--- src/core/pcl_pkg.sv ---
package pcl_pkg;
	localparam int M_W = 9;
	localparam int N_W = 2;
	localparam int T_W = 3;
	localparam int SR_W = 14;
	// Field positions inside the serial frame, first-shifted field on top.
	localparam int M_LSB = 0;
	localparam int N_LSB = 9;
	localparam int T_LSB = 11;
	// Reset values follow the pulled-up parallel pins and the quiet test selection.
	localparam logic [M_W-1:0] M_RST = 9'h1ff;
	localparam logic [N_W-1:0] N_RST = 2'h3;
	localparam logic [T_W-1:0] T_RST = 3'h0;
	localparam int CLK_PERIOD_NS = 5;
	localparam int SCLK_HALF_NS = 50;
	localparam int SCLK_HALF_CYC = (SCLK_HALF_NS + CLK_PERIOD_NS - 1) / CLK_PERIOD_NS;
	localparam int LOAD_PW_NS = 50;
	localparam int LOAD_PW_CYC = (LOAD_PW_NS + CLK_PERIOD_NS - 1) / CLK_PERIOD_NS;
	localparam int TMR_W = 8;

	typedef enum logic [T_W-1:0] {
		TS_SHIFT, TS_HIGH, TS_REF, TS_LOOP, TS_SYNTH, TS_LOW, TS_BYPASS, TS_DIV4
	} pcl_test_e;

	// Source ticks per half period of the output divider: 1, 2, 4, 8, for ratio 2, 4, 8, 16.
	function automatic logic [3:0] pcl_half_ratio(input logic [N_W-1:0] n);
		pcl_half_ratio = 4'h1 << n;
	endfunction : pcl_half_ratio
endpackage : pcl_pkg

--- src/core/pcl_if.sv ---
`timescale 1ns/1ps
interface pcl_if;
	import pcl_pkg::*;
	logic parallel_load;
	logic [M_W-1:0] m_div;
	logic [N_W-1:0] n_div;
	logic s_clock;
	logic s_data;
	logic s_load;
	logic oe;

	modport device (input parallel_load, m_div, n_div, s_clock, s_data, s_load, oe);
	modport host (output parallel_load, m_div, n_div, s_clock, s_data, s_load, oe);
endinterface : pcl_if

--- src/core/pcl_device.sv ---
`timescale 1ns/1ps
// Functional notes
// - Parallel strobe rise captures loop and output dividers.
// - Parallel strobe low: divider latches follow inputs.
// - Serial clock shifts data into 14-bit register.
// - Serial loading only while parallel strobe high.
// - Frame order: test, output divider, loop divider.
// - Each field sent most significant bit first.
// - Serial strobe fall transfers shifted values.
// - Serial strobe high: latches follow shift register.
// - Serial data sampled on serial clock rise.
// - Test select settable only through serial stream.
// - Parallel strobe low forces test select zero.
// - Test select code chooses observation output source.
// - Code 110 bypasses PLL with serial clock.
// - Bypass output at most half serial clock rate.
// - Bypass loop counter output may be asymmetric.
// - Parallel strobe low resets observation latch.
// - Host changes frequency in smallest steps; pcl_host loads each requested divider value in one load.
// - Output select maps to divide 2,4,8,16.
// - Output enable applied synchronously, no runt pulses.
module pcl_device import pcl_pkg::*; #(
	parameter int SHIFT_LEN = SR_W
) (
	input wire logic CLK,
	input wire logic RST,
	pcl_if.device PINS,
	input wire logic VCO_TICK,
	input wire logic REF_TICK,
	output wire logic SYNTH_OUT,
	output logic TEST_OUT,
	output logic [M_W-1:0] M_CFG,
	output logic [N_W-1:0] N_CFG,
	output logic [T_W-1:0] T_CFG
);
	// The fields are cut out of the frame by position, so the frame must hold exactly them.
	if (SHIFT_LEN != M_W + N_W + T_W) begin : g_len_check
		$error("Shift length must equal the sum of the three field widths.");
	end
	if (M_LSB + M_W != N_LSB || N_LSB + N_W != T_LSB
			|| T_LSB + T_W != SHIFT_LEN) begin : g_pos_check
		$error("Field positions must tile the shift register without gaps.");
	end

	////////////////////////////////////////////////////////////////////////////
	// Pin edge detection.
	// The pins are levels taken as synchronous to CLK, so each edge is found in the cycle the pin first shows it
	// by comparing with last cycle's copy. The copies reset low, the level the host drives on these three pins
	// in reset, so no false edge follows reset.

	logic p_load_q;
	logic s_clock_q;
	logic s_load_q;
	logic [SHIFT_LEN-1:0] sr_r;

	wire parallel_load_strobe_low = ~PINS.parallel_load;
	wire p_rise = PINS.parallel_load & ~p_load_q;
	wire sclk_rise = PINS.s_clock & ~s_clock_q;
	// Only the falling edge of the serial strobe is needed: it closes the serial path.
	wire s_fall = ~PINS.s_load & s_load_q;
	// Data is taken at serial clock rises only. While the parallel strobe is low nothing
	// shifts, so the leading bit of the last frame stays in the top position.
	wire shift_en = sclk_rise & PINS.parallel_load;
	wire [SHIFT_LEN-1:0] sr_nxt = shift_en ? {sr_r[SHIFT_LEN-2:0], PINS.s_data} : sr_r;

	always_ff @(posedge CLK or posedge RST) begin
		if (RST) begin
			p_load_q <= 1'b0;
			s_clock_q <= 1'b0;
			s_load_q <= 1'b0;
			sr_r <= '0;
		end else begin
			p_load_q <= PINS.parallel_load;
			s_clock_q <= PINS.s_clock;
			s_load_q <= PINS.s_load;
			sr_r <= sr_nxt;
		end
	end

	////////////////////////////////////////////////////////////////////////////
	// Configuration latches. The parallel path has priority over the serial one.

	logic [M_W-1:0] m_nxt;
	logic [N_W-1:0] n_nxt;
	logic [T_W-1:0] t_nxt;

	wire [M_W-1:0] sr_m = sr_r[M_LSB +: M_W];
	wire [N_W-1:0] sr_n = sr_r[N_LSB +: N_W];
	wire [T_W-1:0] sr_t = sr_r[T_LSB +: T_W];
	// The latches are modelled as flops that follow their source every cycle while open, so
	// the configuration lags the pins by one cycle. Each path stays open for the cycle in
	// which its strobe edge is seen, so the value standing at that edge is the one kept.
	wire par_open = parallel_load_strobe_low | p_rise;
	wire ser_open = PINS.parallel_load & (PINS.s_load | s_fall);

	always_comb begin
		m_nxt = M_CFG;
		n_nxt = N_CFG;
		t_nxt = T_CFG;
		if (par_open) begin
			m_nxt = PINS.m_div;
			n_nxt = PINS.n_div;
			t_nxt = T_RST;
		end else if (ser_open) begin
			m_nxt = sr_m;
			n_nxt = sr_n;
			t_nxt = sr_t;
		end
	end

	always_ff @(posedge CLK or posedge RST) begin
		if (RST) begin
			// Reset values follow the pulled-up parallel pins and the quiet test selection.
			M_CFG <= M_RST;
			N_CFG <= N_RST;
			T_CFG <= T_RST;
		end else begin
			M_CFG <= m_nxt;
			N_CFG <= n_nxt;
			T_CFG <= t_nxt;
		end
	end

	////////////////////////////////////////////////////////////////////////////
	// Divider chain. In bypass the serial clock rises replace the VCO ticks.

	logic [M_W-1:0] loop_cnt_r;
	logic loop_out_r;
	logic synth_q;
	logic [1:0] div4_r;

	wire bypass = (pcl_test_e'(T_CFG) == TS_BYPASS);
	// In bypass the serial clock rises stand in for the oscillator, so a board can step
	// the whole divider chain by hand.
	wire src_tick = bypass ? sclk_rise : VCO_TICK;
	// A loop divider of zero is taken as a wrap on every tick, so the counter never runs
	// past its modulus when the subtraction below would underflow.
	wire m_zero = (M_CFG == '0);
	wire loop_wrap = m_zero | (loop_cnt_r >= M_CFG - 9'h001);
	wire synth_rise = SYNTH_OUT & ~synth_q;

	always_ff @(posedge CLK or posedge RST) begin
		if (RST) begin
			loop_cnt_r <= '0;
			loop_out_r <= 1'b0;
			synth_q <= 1'b0;
			div4_r <= 2'h0;
		end else begin
			// The loop flag is high for one source tick per wrap, so its duty cycle is not
			// symmetric; only the output divider gives a symmetric output.
			if (src_tick) begin
				loop_cnt_r <= loop_wrap ? '0 : loop_cnt_r + 9'h001;
				loop_out_r <= loop_wrap;
			end
			// The divide-by-four view counts rising edges of the divided output.
			synth_q <= SYNTH_OUT;
			if (synth_rise) begin
				div4_r <= div4_r + 2'h1;
			end
		end
	end

	////////////////////////////////////////////////////////////////////////////
	// Output divider.

	// The output toggles at most once per source tick, so its period is at least two
	// ticks and in bypass it runs at no more than half the serial clock rate.
	pcl_out_div u_out_div (
		.clk(CLK),
		.rst(RST),
		.tick(src_tick),
		.n_sel(N_CFG),
		.oe(PINS.oe),
		.out(SYNTH_OUT)
	);

	////////////////////////////////////////////////////////////////////////////
	// Observation output. Codes 011 and 110 both show the loop flag; in 110 it is
	// counted from serial clock rises. While the parallel strobe is low the output latch
	// is held in reset and shows the leading bit of the shift register instead.

	logic test_sel;

	always_comb begin
		unique case (pcl_test_e'(T_CFG))
			TS_SHIFT: test_sel = sr_r[SHIFT_LEN-1];
			TS_HIGH: test_sel = 1'b1;
			TS_REF: test_sel = REF_TICK;
			TS_LOOP: test_sel = loop_out_r;
			TS_SYNTH: test_sel = SYNTH_OUT;
			TS_LOW: test_sel = 1'b0;
			TS_BYPASS: test_sel = loop_out_r;
			TS_DIV4: test_sel = div4_r[1];
		endcase
	end

	always_ff @(posedge CLK or posedge RST) begin
		if (RST) begin
			TEST_OUT <= 1'b0;
		end else if (parallel_load_strobe_low) begin
			TEST_OUT <= sr_r[SHIFT_LEN-1];
		end else begin
			TEST_OUT <= test_sel;
		end
	end
endmodule : pcl_device

--- src/core/pcl_out_div.sv ---
`timescale 1ns/1ps
module pcl_out_div import pcl_pkg::*; (
	input wire logic clk,
	input wire logic rst,
	input wire logic tick,
	input wire logic [N_W-1:0] n_sel,
	input wire logic oe,
	output logic out
);
	logic [3:0] cnt_r;
	logic phase_r;
	logic en_r;
	wire [3:0] half = pcl_half_ratio(n_sel);
	wire flip = tick && (cnt_r >= half - 4'h1);
	wire phase_nxt = flip ? ~phase_r : phase_r;
	// Enable only changes where a high phase would start, so no pulse is cut short.
	wire en_nxt = (flip && !phase_r) ? oe : en_r;

	always_ff @(posedge clk or posedge rst) begin
		if (rst) begin
			cnt_r <= 4'h0;
			phase_r <= 1'b0;
			en_r <= 1'b0;
			out <= 1'b0;
		end else begin
			if (tick) begin
				cnt_r <= flip ? 4'h0 : cnt_r + 4'h1;
			end
			phase_r <= phase_nxt;
			en_r <= en_nxt;
			out <= phase_nxt & en_nxt;
		end
	end
endmodule : pcl_out_div

--- src/flat_wrapper.sv ---
// flat-port wrapper written by rule: the top's interface ports become plain ports
module pcl_device_flat import pcl_pkg::*;
#(
	parameter int SHIFT_LEN = SR_W
)
  (CLK, RST, VCO_TICK, REF_TICK, SYNTH_OUT, TEST_OUT, M_CFG, N_CFG, T_CFG, PINS_parallel_load, PINS_m_div, PINS_n_div, PINS_s_clock, PINS_s_data, PINS_s_load, PINS_oe);
  pcl_if PINS_i ();
  input wire logic CLK;
  input wire logic RST;
  input wire logic VCO_TICK;
  input wire logic REF_TICK;
  output wire logic SYNTH_OUT;
  output logic TEST_OUT;
  output logic [M_W-1:0] M_CFG;
  output logic [N_W-1:0] N_CFG;
  output logic [T_W-1:0] T_CFG;
  input wire logic [$bits(PINS_i.parallel_load)-1:0] PINS_parallel_load;
  input wire logic [$bits(PINS_i.m_div)-1:0] PINS_m_div;
  input wire logic [$bits(PINS_i.n_div)-1:0] PINS_n_div;
  input wire logic [$bits(PINS_i.s_clock)-1:0] PINS_s_clock;
  input wire logic [$bits(PINS_i.s_data)-1:0] PINS_s_data;
  input wire logic [$bits(PINS_i.s_load)-1:0] PINS_s_load;
  input wire logic [$bits(PINS_i.oe)-1:0] PINS_oe;
  assign PINS_i.parallel_load = PINS_parallel_load;
  assign PINS_i.m_div = PINS_m_div;
  assign PINS_i.n_div = PINS_n_div;
  assign PINS_i.s_clock = PINS_s_clock;
  assign PINS_i.s_data = PINS_s_data;
  assign PINS_i.s_load = PINS_s_load;
  assign PINS_i.oe = PINS_oe;
  pcl_device #(.SHIFT_LEN(SHIFT_LEN)) u_core (.CLK(CLK), .RST(RST), .PINS(PINS_i), .VCO_TICK(VCO_TICK), .REF_TICK(REF_TICK), .SYNTH_OUT(SYNTH_OUT), .TEST_OUT(TEST_OUT), .M_CFG(M_CFG), .N_CFG(N_CFG), .T_CFG(T_CFG));
endmodule
--- config.mk ---
export PLATFORM = sky130hd
export DESIGN_NAME = pcl_device_flat
export DESIGN_NICKNAME = d
export VERILOG_FILES = /design/src/core/pcl_pkg.sv /design/src/core/pcl_if.sv /design/src/core/pcl_device.sv /design/src/core/pcl_out_div.sv /design/src/flat_wrapper.sv
export SDC_FILE = /design/constraint.sdc
export NUM_CORES = 1
export LEC_CHECK = 0
export BUFFER_PORTS_ARGS = -buffer_cell sky130_fd_sc_hd__buf_4
export CAP_MARGIN = 0
export CORE_AREA = 10 10 84 86
export DETAILED_ROUTE_END_ITERATION = 6
export DIE_AREA = 0 0 94 96
export GPL_TIMING_DRIVEN = 0
export PLACE_DENSITY_LB_ADDON = 0.3
export SYNTH_ARGS = -nofsm -noshare
export SYNTH_HDL_FRONTEND = slang
export SYNTH_SLANG_ARGS = --single-unit
export TNS_END_PERCENT = 1
--- constraint.sdc ---
create_clock -name CLK -period 2.5 [get_ports CLK]
set_input_delay 0.125 -clock CLK [delete_from_list [all_inputs] [get_ports CLK]]
set_output_delay 0.125 -clock CLK [all_outputs]
set_load 0.005 [all_outputs]
# Word-level counts from Yosys, hierarchy flattened
# Cells that the tools add are included.
# W data, S select, Z words.
# word_totals
register_bits	52
in_bits	20
out_inout_bits	16
wordCells	67
# op_classes
addsub	5
order_cmp	2
n_eq_ne	7
shifts	1
n_mux	13
n_bitwise	16
n_reduce_logical	7
# op_table
operator	count
$mux W9	3
$eq A3 B3 Y1 const B	4
$add A9 B1 Y9 const B	1
$ge A9 B9 Y1	1
$logic_not A9 Y1	1
$sub A9 B1 Y9 const B	1
$and A1 B1 Y1	7
$pmux W1 S7	1
$eq A3 B2 Y1 const B	2
$mux W3	2
$not A1 Y1	6
$add A4 B1 Y4 const B	1
$ge A4 B4 Y1	1
$mux W1	4
$mux W2	2
$mux W4	1
$shl A1 B2 Y4 const A	1
$sub A4 B1 Y4 const B	1
$eq A3 B1 Y1 const B	1
$logic_not A3 Y1	1
$or A1 B1 Y1	3
$add A2 B1 Y2 const B	1
$logic_and A1 B1 Y1	2
$reduce_bool A2 Y1	1
other kinds (2)	2

# Depth between registers and ports, before layout
# Gate-level depths: netlist of run 1.
# logic_depth
word_depth	7
ltp_mapped	11

# Modules after synthesis
# A second synthesis of run 1 with hierarchy kept.
# hier_totals
hier_cells	264
hier_area_um2	2773.9
# by_module_without_submodules
module	n_inst	cells_each	area_each_um2	seq_area_each_um2
pcl_device	1	220	2326.0	1139.8
pcl_out_div	1	44	447.9	175.2

# Worst setup path before layout of run 1
# OpenSTA, ideal clock, no wires.
# synth_timing
path_kind	register -> register
startpoint	register u_core.M_CFG[0]
endpoint	register u_core.loop_cnt_r[5]
setup_time_ps	87
arrival_ps	2575
required_ps	2413
slack_ps	-162
stages_incl_launch_ff	12
n_path_buf	0
synth_period_minus_slack_ps	2662
cell_sequence	dfstp_2 > inv_1 > ha_1 > or3b_1 > nor3_1 > xnor2_1 > ha_1 > a211oi_1 > nor2_1 > nor3_4 > nand2_1 > o211ai_1
# synth_between
elab_chain_cells	4
word_cells_on_any_way	5
cone_classes	add/sub: 1; order compare: 1; mux: 1; bitwise: 1; reduce/logical: 1
# synth_rtl
element	line_no	text
from (decl)	pcl_device.sv:32	output logic [M_W-1:0] M_CFG,
from (signal assigned)	pcl_device.sv:118	M_CFG <= m_nxt;
$sub A9 B1 Y9	pcl_device.sv:139	wire loop_wrap = m_zero | (loop_cnt_r >= M_CFG - 9'h001);
$ge A9 B9 Y1	pcl_device.sv:139	
$or A1 B1 Y1 *	pcl_device.sv:139	
$mux W9 *	pcl_device.sv:152	loop_cnt_r <= loop_wrap ? '0 : loop_cnt_r + 9'h001;
to (signal assigned)	pcl_device.sv:152	
to (decl)	pcl_device.sv:127	logic [M_W-1:0] loop_cnt_r;
# Mark *: on every way between the ends. The rest lies on a longest branch, timed or not.
# A chain may end at the register's enable or synchronous reset.

# Worst setup path after layout of run 1
# layout_timing
startpoint	register u_core.M_CFG[1]
endpoint	register u_core.loop_out_r
# layout_between
elab_chain_cells	3
word_cells_on_any_way	4
cone_classes	add/sub: 1; order compare: 1; bitwise: 1; reduce/logical: 1
# layout_rtl
element	line_no	text
$sub A9 B1 Y9	pcl_device.sv:139	
$ge A9 B9 Y1	pcl_device.sv:139	
$or A1 B1 Y1 *	pcl_device.sv:139	
to (signal assigned)	pcl_device.sv:153	loop_out_r <= loop_wrap;
to (decl)	pcl_device.sv:128	logic loop_out_r;
# Marked as above.

==> impl_metrics.ini, run 1 <==
[outcome]
status = finished with violations
violations = setup timing

[critical_path]
cp-end-kind = flip-flop
critical_path_class = reg2reg
crit_buf_inv = 2
critPathTopFamily = simple AND/OR/NAND/NOR gates
cp_slowest_cell = or3b_4
start_kind = flip-flop
cpPeakStageDelay_ns = 0.42
crit_chain = inv_2, ha_4, or3b_4, nor3_2, xnor2_1, ha_1, a211oi_2, nor2_2, nor3_4, buf_12, nand3b_4, a21boi_2
crit_required_ns = 2.70
critPathArrivalTime_ns = 2.73
crit_fanout = 8

[cts]
cts_buffers = 5
cts_tree = yes
clock_latency_ns = 0.31
path_clk_slew_ns = 0.09
cts.sinks = 52
root_buffer = clkbuf_8
cts_buffer_depth = 2
cts_max_level = 2

[pwr]
power_leakage_nw = 1.496
p_total_mw = 2.658
power_density_nw_per_um2 = 802.8
peakVddDrop_v = 0.0005411

[floorplanning]
die_height_um = 96
rows = 27
initial_core_util_pct = 50.76
io_pins = 36
die_x_um = 94
dieArea_um2 = 9024
core-area_um2 = 5405

[synthesis]
synth_top_area_cell = dfrtp_1
avgSynthCellArea_um2 = 10.55
synth_top_area_share_pct = 37.39
ys_ff_latch = 52
ys_warn_count = 0
synth_edf_count = 0
async_reset_ff_share_pct = 100.0
ys.flop_type = dfrtp_1
yosysSeqAreaShare_pct = 47.93
synthCells = 260
yosys-top-cells-area = dfrtp_1 37%, dfstp_2 11%, ha_1 7.8%
syn_area_um2 = 2744
synth_nets = 297
synth.distinct_cells = 44

[job]
cap_viol_max_count = 0

[timing]
min_period_over_period_pct = 101.1
setup_viol = 1
timing.final.crit_period_ns = 2.528
slew_headroom_pct = 61.46
slew_viol_final = 0
tightest_slew_ns = 0.5760
finalHoldViolCount = 0
worst_slack_ns = -0.02772
fin_setup_tns_ns = -0.02772
grt_setup_unrepaired = yes
max_clock_freq_ghz = 0.3956
skew_ns = 0.007520
holdWs_ns = 0.02366

[detailed_routing]
detail_route.first_pass.iterations = 4
vias = 2048
viasPerCell = 5.375
drt_iter0_drc = 61
wl_per_cell_um = 15.10
wirelength_um = 5752
drc = 0
ant_nets = 0

[worst_hold_path]
holdCritPathClass = in2reg

[place]
hpwl_um = 4458
placed_cells = 368
place_ws_ns = -0.2617
finalWeightedCongestion = 0.7521
port-buffer-count = 35

[cells_and_area]
fillCellCount = 442
most-common-layout-cells = 41 x dfrtp_1, 36 x buf_4, 32 x nand2_1
stdcell_count = 381
area_delta_synth_final_pct = 20.66
fin_nets = 345
final_common_cell = dfrtp_1
diodes = 0
drive_above_1_share_pct = 29.77

[grt]
grt_pass1_vias = 2128
grt_max_degree = 33
grt_usage_pct = 13.30
antenna_found_initial = 0
grt_pass1_wl_um = 9804
grt-ovfl-total = 0
-- logic make-up after synthesis --
family,Yosys count,synth area share [%]
AOI/OAI and AO/OA,52,10.85
xor gates and xnor gates,8,2.554
adders and majority gates,17,7.752
buffers and inverters,20,3.238
DFF,52,47.93
muxes,29,11.40
other,1,0.1367
and+or+nand+nor,81,16.14
-- sequential cells by signal, summed over array words and instances, names as in the netlist --
register and count:
u_core.s_clock_q 1, u_core.synth_q 1, u_core.loop_out_r 1, u_core.u_out_div.phase_r 1
u_core.T_CFG 3, u_core.sr_r 14, u_core.s_load_q 1, u_core.u_out_div.out 1
u_core.M_CFG 9, u_core.u_out_div.cnt_r 4, u_core.div4_r 2, u_core.loop_cnt_r 9
u_core.TEST_OUT 1, u_core.u_out_div.en_r 1, u_core.p_load_q 1, u_core.N_CFG 2
-- worst reg2reg max path, cell delays in order, from the launching register on --
cell and delay, ns:
dfstp_2 0.41, inv_2 0.07, ha_4 0.13, or3b_4 0.42, nor3_2 0.14, xnor2_1 0.14
ha_1 0.27, a211oi_2 0.21, nor2_2 0.07, nor3_4 0.15, buf_12 0.15, nand3b_4 0.11
a21boi_2 0.18
-- cell usage after synthesis, types with 3 or more instances --
cell      number
or3_1          4
and2_1         3
a21oi_1       12
nor2_1         5
nand2b_1       5
nand4_1        5
ha_1          17
mux2i_1       13
dfrtp_1       41
mux2_2        15
nand2_1       33
o21ai_0       20
o21ai_1        3
inv_1         14
xnor2_1        7
dfstp_2       11
o22ai_1        4
nor3_1         5
a31oi_1        4
nand3_1        7
-- path summary, 6_finish.rpt --
path                                               from                            end  slack [ns]  cells past startpoint
min in group asynchronous                           RST   u_core.div4_r[0]$_DFFE_PP0P_        0.39                      3
setup / recovery            u_core.M_CFG[1]$_DFFE_PP1P_  u_core.loop_out_r$_DFFE_PP0P_       -0.03                     12
max in group asynchronous                           RST    u_core.N_CFG[1]$_DFFE_PP1P_        1.51                      4
setup reg to reg            u_core.M_CFG[1]$_DFFE_PP1P_  u_core.loop_out_r$_DFFE_PP0P_       -0.03                     12
hold / removal                            PINS_m_div[3]    u_core.M_CFG[3]$_DFFE_PP1P_        0.02                      3
hold reg to reg            u_core.div4_r[0]$_DFFE_PP0P_   u_core.div4_r[0]$_DFFE_PP0P_        0.48                      1
-- layout make-up --
| type | instances | area (um^2) | area share (%) |
|---|---|---|---|
| clock inverter | 1 | 8.758 | 0.2645 |
| multi-input combinational | 188 | 1389 | 41.95 |
| tap | 72 | 90.09 | 2.721 |
| sequential | 52 | 1315 | 39.72 |
| inverter | 14 | 52.55 | 1.587 |
| clock buffer | 7 | 76.32 | 2.305 |
| timing repair buffer | 41 | 342.8 | 10.36 |
| buffer | 6 | 36.28 | 1.096 |
-- metrics by stage --
stage | instance area [um^2] | util, %
4_1_cts | 3297 | 61.00
3_3_place_gp | 3124 | 57.80
6_report | 3311 | 61.25
3_5_place_dp | 3144 | 58.17
5_1_grt | 3311 | 61.25
2_1_floorplan | 2771 | -
-- routing by layer --
| layer | vias up | track usage [%] | share of wire, % |
|---|---|---|---|
| met4 | 0 | 4.810 | 1.5 |
| met2 | 37 | 23.56 | 52 |
| li1 | 1016 | - | - |
| met5 | - | 0 | 0 |
| met3 | 9 | 3.268 | 3.8 |
| met1 | 986 | 15.26 | 42 |
-- power breakdown --
part	internal [mW]	leakage, nW	switching (mW)	total (mW)
Sequential	1.08	0.641	0.228	1.30
Clock	0.201	0.0424	0.275	0.476
Combinational	0.466	0.812	0.412	0.878
Total	1.74	1.50	0.915	2.66
-- what timing repair did --
action	in CTS	in global routing
resized for setup	2	3
pin swaps	4	4
setup buffers	1	0
hold buffers	4	0
endpoints found under the setup margin	11	10
hold endpoints to repair	23	0
Note: power is estimated with default switching activity, not from simulation.
==> inputs of run 2 (changes only) <==
--- a/config.mk
+++ b/config.mk
@@ -5,11 +5,12 @@
 export SDC_FILE = /design/constraint.sdc
 export NUM_CORES = 1
 export LEC_CHECK = 0
-export BUFFER_PORTS_ARGS = -buffer_cell sky130_fd_sc_hd__buf_4
+export ABC_AREA = 1
 export CAP_MARGIN = 0
-export CORE_AREA = 10 10 84 86
+export CORE_AREA = 10 10 82 84
 export DETAILED_ROUTE_END_ITERATION = 6
-export DIE_AREA = 0 0 94 96
+export DIE_AREA = 0 0 92 94
+export DONT_BUFFER_PORTS = 1
 export GPL_TIMING_DRIVEN = 0
 export PLACE_DENSITY_LB_ADDON = 0.3
 export SYNTH_ARGS = -nofsm -noshare
==> run 2 against run 1 <==
Effect of this change: the flow now finishes without violations; fmax is 9.4% higher; via count rose by 7.0%; cell area fell by 5.3%; largest cell class is now flip-flops and latches; final cell count up 14%; highest routed layer unchanged.
==> impl_metrics.ini, run 2 <==
[critical_path]
reg2regPathDepth = 14
crit_required_ns = 2.70
critical_path_class = reg2reg
critPathArrivalTime_ns = 2.51
ff2ff_setup_slack_ns = 0.19
start_kind = flip-flop
cp-end-kind = flip-flop
crit_fanout = 8

[grt]
grt-ovfl-total = 0
grt_max_degree = 41
grt_pass1_wl_um = 9998
grt_usage_pct = 13.81
antenna_found_initial = 0
grt_pass1_vias = 2206

[detailed_routing]
ant_nets = 0
drc = 0
wirelength_um = 5814
wl_per_cell_um = 13.37
vias = 2192
viasPerCell = 5.039
drt_iter0_drc = 112
detail_route.first_pass.iterations = 4

[synthesis]
ys_warn_count = 0
synth_top_area_share_pct = 36.61
syn_area_um2 = 2803
synth_edf_count = 0
avgSynthCellArea_um2 = 8.077
ys_ff_latch = 52
synthCells = 347
synth.distinct_cells = 27
synth_top_area_cell = dfrtp_1
yosysMostFrequentCell = nand2_1
yosysSeqAreaShare_pct = 46.92
ys.flop_type = dfrtp_1
async_reset_ff_share_pct = 100.0
yosys-top-cells-area = dfrtp_1 37%, nand2_1 12%, dfstp_2 10%
yosys-top-cells-count = 86 x nand2_1, 41 x dfrtp_1, 41 x inv_1, 35 x nor2_1, 24 x nand3_1
synth_nets = 384

[cts]
cts.sinks = 52
cts_max_level = 2
root_buffer = clkbuf_8
clock_latency_ns = 0.30
cts_tree = yes
cts_buffer_depth = 2
cts_buffers = 5
path_clk_slew_ns = 0.09

[cells_and_area]
fillCellCount = 462
multi_input_area_um2 = 1300
largest_register = u_core.sr_r
stdcell_count = 435
drive_above_1_share_pct = 10.96
largest_register_ffs = 14
diodes = 0
top_regs = u_core.sr_r: 14 flops, u_core.M_CFG: 9 flops, u_core.loop_cnt_r: 9 flops
utilization_pct = 61.81
final_common_cell = nand2_1
fin_nets = 401
most-common-layout-cells = 85 x nand2_1, 41 x dfrtp_1, 40 x inv_1
area_delta_synth_final_pct = 11.92
seqCellArea_um2 = 1315

[place]
finalWeightedCongestion = 0.7952
port-buffer-count = 0
hpwl_um = 4524
placed_cells = 418

[pwr]
p_clk_share_pct = 23.2
power_leakage_nw = 1.566
p_total_mw = 2.590
internal_power_mw = 1.699
p_sw_share_pct = 34.38
power_density_nw_per_um2 = 825.5
share_comb_of_total_power_pct = 27.5
power.switching_uw = 890.3
peakVddDrop_v = 0.0004686
pwr-share-seq_pct = 49.3

[timing]
min_period_over_period_pct = 92.40
timing.final.crit_period_ns = 2.310
skew_ns = 0.003414
fin_setup_tns_ns = 0
grt_setup_unrepaired = no
finalHoldViolCount = 0
setup_viol = 0
slew_viol_final = 0
max_clock_freq_ghz = 0.4329
holdWs_ns = 0.01017

[floorplanning]
core-area_um2 = 5075
die_x_um = 92
initial_core_util_pct = 55.23
dieArea_um2 = 8648
io_pins = 36
rows = 26
die_height_um = 94

[worst_hold_path]
holdCritPathClass = in2reg
hold_depth = 2

[outcome]
status = finished, final reports clean

[job]
cap_viol_max_count = 0
==> run 2: changes by cell type after synthesis, sizes merged, moves of 14 or more <==
cell	change
mux2	-14
nor2	+33
nand2	+58
mux2i	-14
nand3	+18
inv	+30
==> run 2: cell type report <==
class                           instances  share of cell area, %
Clock inverter                          2                  1.237
Sequential cell                        52                  41.92
Clock buffer                            6                  2.633
Tap cell                               70                  2.792
Multi-Input combinational cell        244                  41.44
Buffer                                  7                  1.197
Timing Repair Buffer                   10                  3.510
Inverter                               44                  5.265
==> run 2: cell families after synthesis <==
kind of cell	share of synthesized area [%]
flops	46.92
compound gates	8.214
fa+ha+maj	7.589
mux	0.4018
simple gates	26.07
buf+inv	7.232
other cells	0.1338
xor+xnor	3.437
==> run 2: worst paths after layout <==
path | from | endpoint
max | u_core.M_CFG[0]$_DFFE_PP1P_ | u_core.loop_out_r$_DFFE_PP0P_
min | PINS_m_div[8] | u_core.M_CFG[8]$_DFFE_PP1P_
max reg2reg | u_core.M_CFG[0]$_DFFE_PP1P_ | u_core.loop_out_r$_DFFE_PP0P_
min reg2reg | u_core.div4_r[1]$_DFFE_PP0P_ | u_core.div4_r[1]$_DFFE_PP0P_
max in group asynchronous | RST | u_core.N_CFG[0]$_DFFE_PP1P_
min in group asynchronous | RST | u_core.u_out_div.cnt_r[0]$_DFFE_PP0P_
==> run 2: per-stage QoR <==
| stage | cell area, um^2 | worst slack, ns |
|---|---|---|
| after CTS | 3124 | 0.06506 |
| after global routing | 3137 | 0.01426 |
| after floorplan | 2803 | 0.3351 |
| final | 3137 | 0.1899 |
| after global placement | 2890 | 0.05270 |
| after detailed placement | 2910 | 0.01906 |
==> run 2: routing by layer <==
metal / track usage, % / vias up / part of all wire (%)
met2: 25.00 / 21 / 51
met5: 0 / - / 0
met3: 4.237 / 2 / 4.5
met4: 4.242 / 0 / 0.50
li1: - / 1153 / -
met1: 15.11 / 1016 / 44
==> run 2: critical path, cell delays in order, from the launching register on <==
cell     delay [ns]
dfstp_2        0.59
inv_1          0.07
ha_1           0.25
nand2_2        0.11
nor2_1         0.06
xnor2_1        0.18
ha_1           0.27
nand2_1        0.08
inv_1          0.04
a21oi_1        0.13
nand2_1        0.10
nor2_4         0.13
nand2_4        0.10
nand2_1        0.07
nand2_1        0.04
==> run 2: power groups by stage <==
stage | Sequential, mW | Clock, mW | Combinational (mW)
4_1_cts | 1.28 | 0.617 | 0.713
2_1_floorplan | 1.23 | 0 | 0.573
5_1_grt | 1.31 | 0.654 | 0.854
6_report | 1.28 | 0.601 | 0.712
3_5_place_dp | 1.30 | 0 | 0.694
3_3_place_gp | 1.29 | 0 | 0.658
==> run 2: repair_timing <==
item / CTS / global route
hold endpoints to repair: 52 / 0
pin swaps: 0 / 1
setup endpoints to repair: 2 / 8
buffers inserted: 0 / 0
gates resized for setup: 1 / 5
hold buffers: 9 / 0
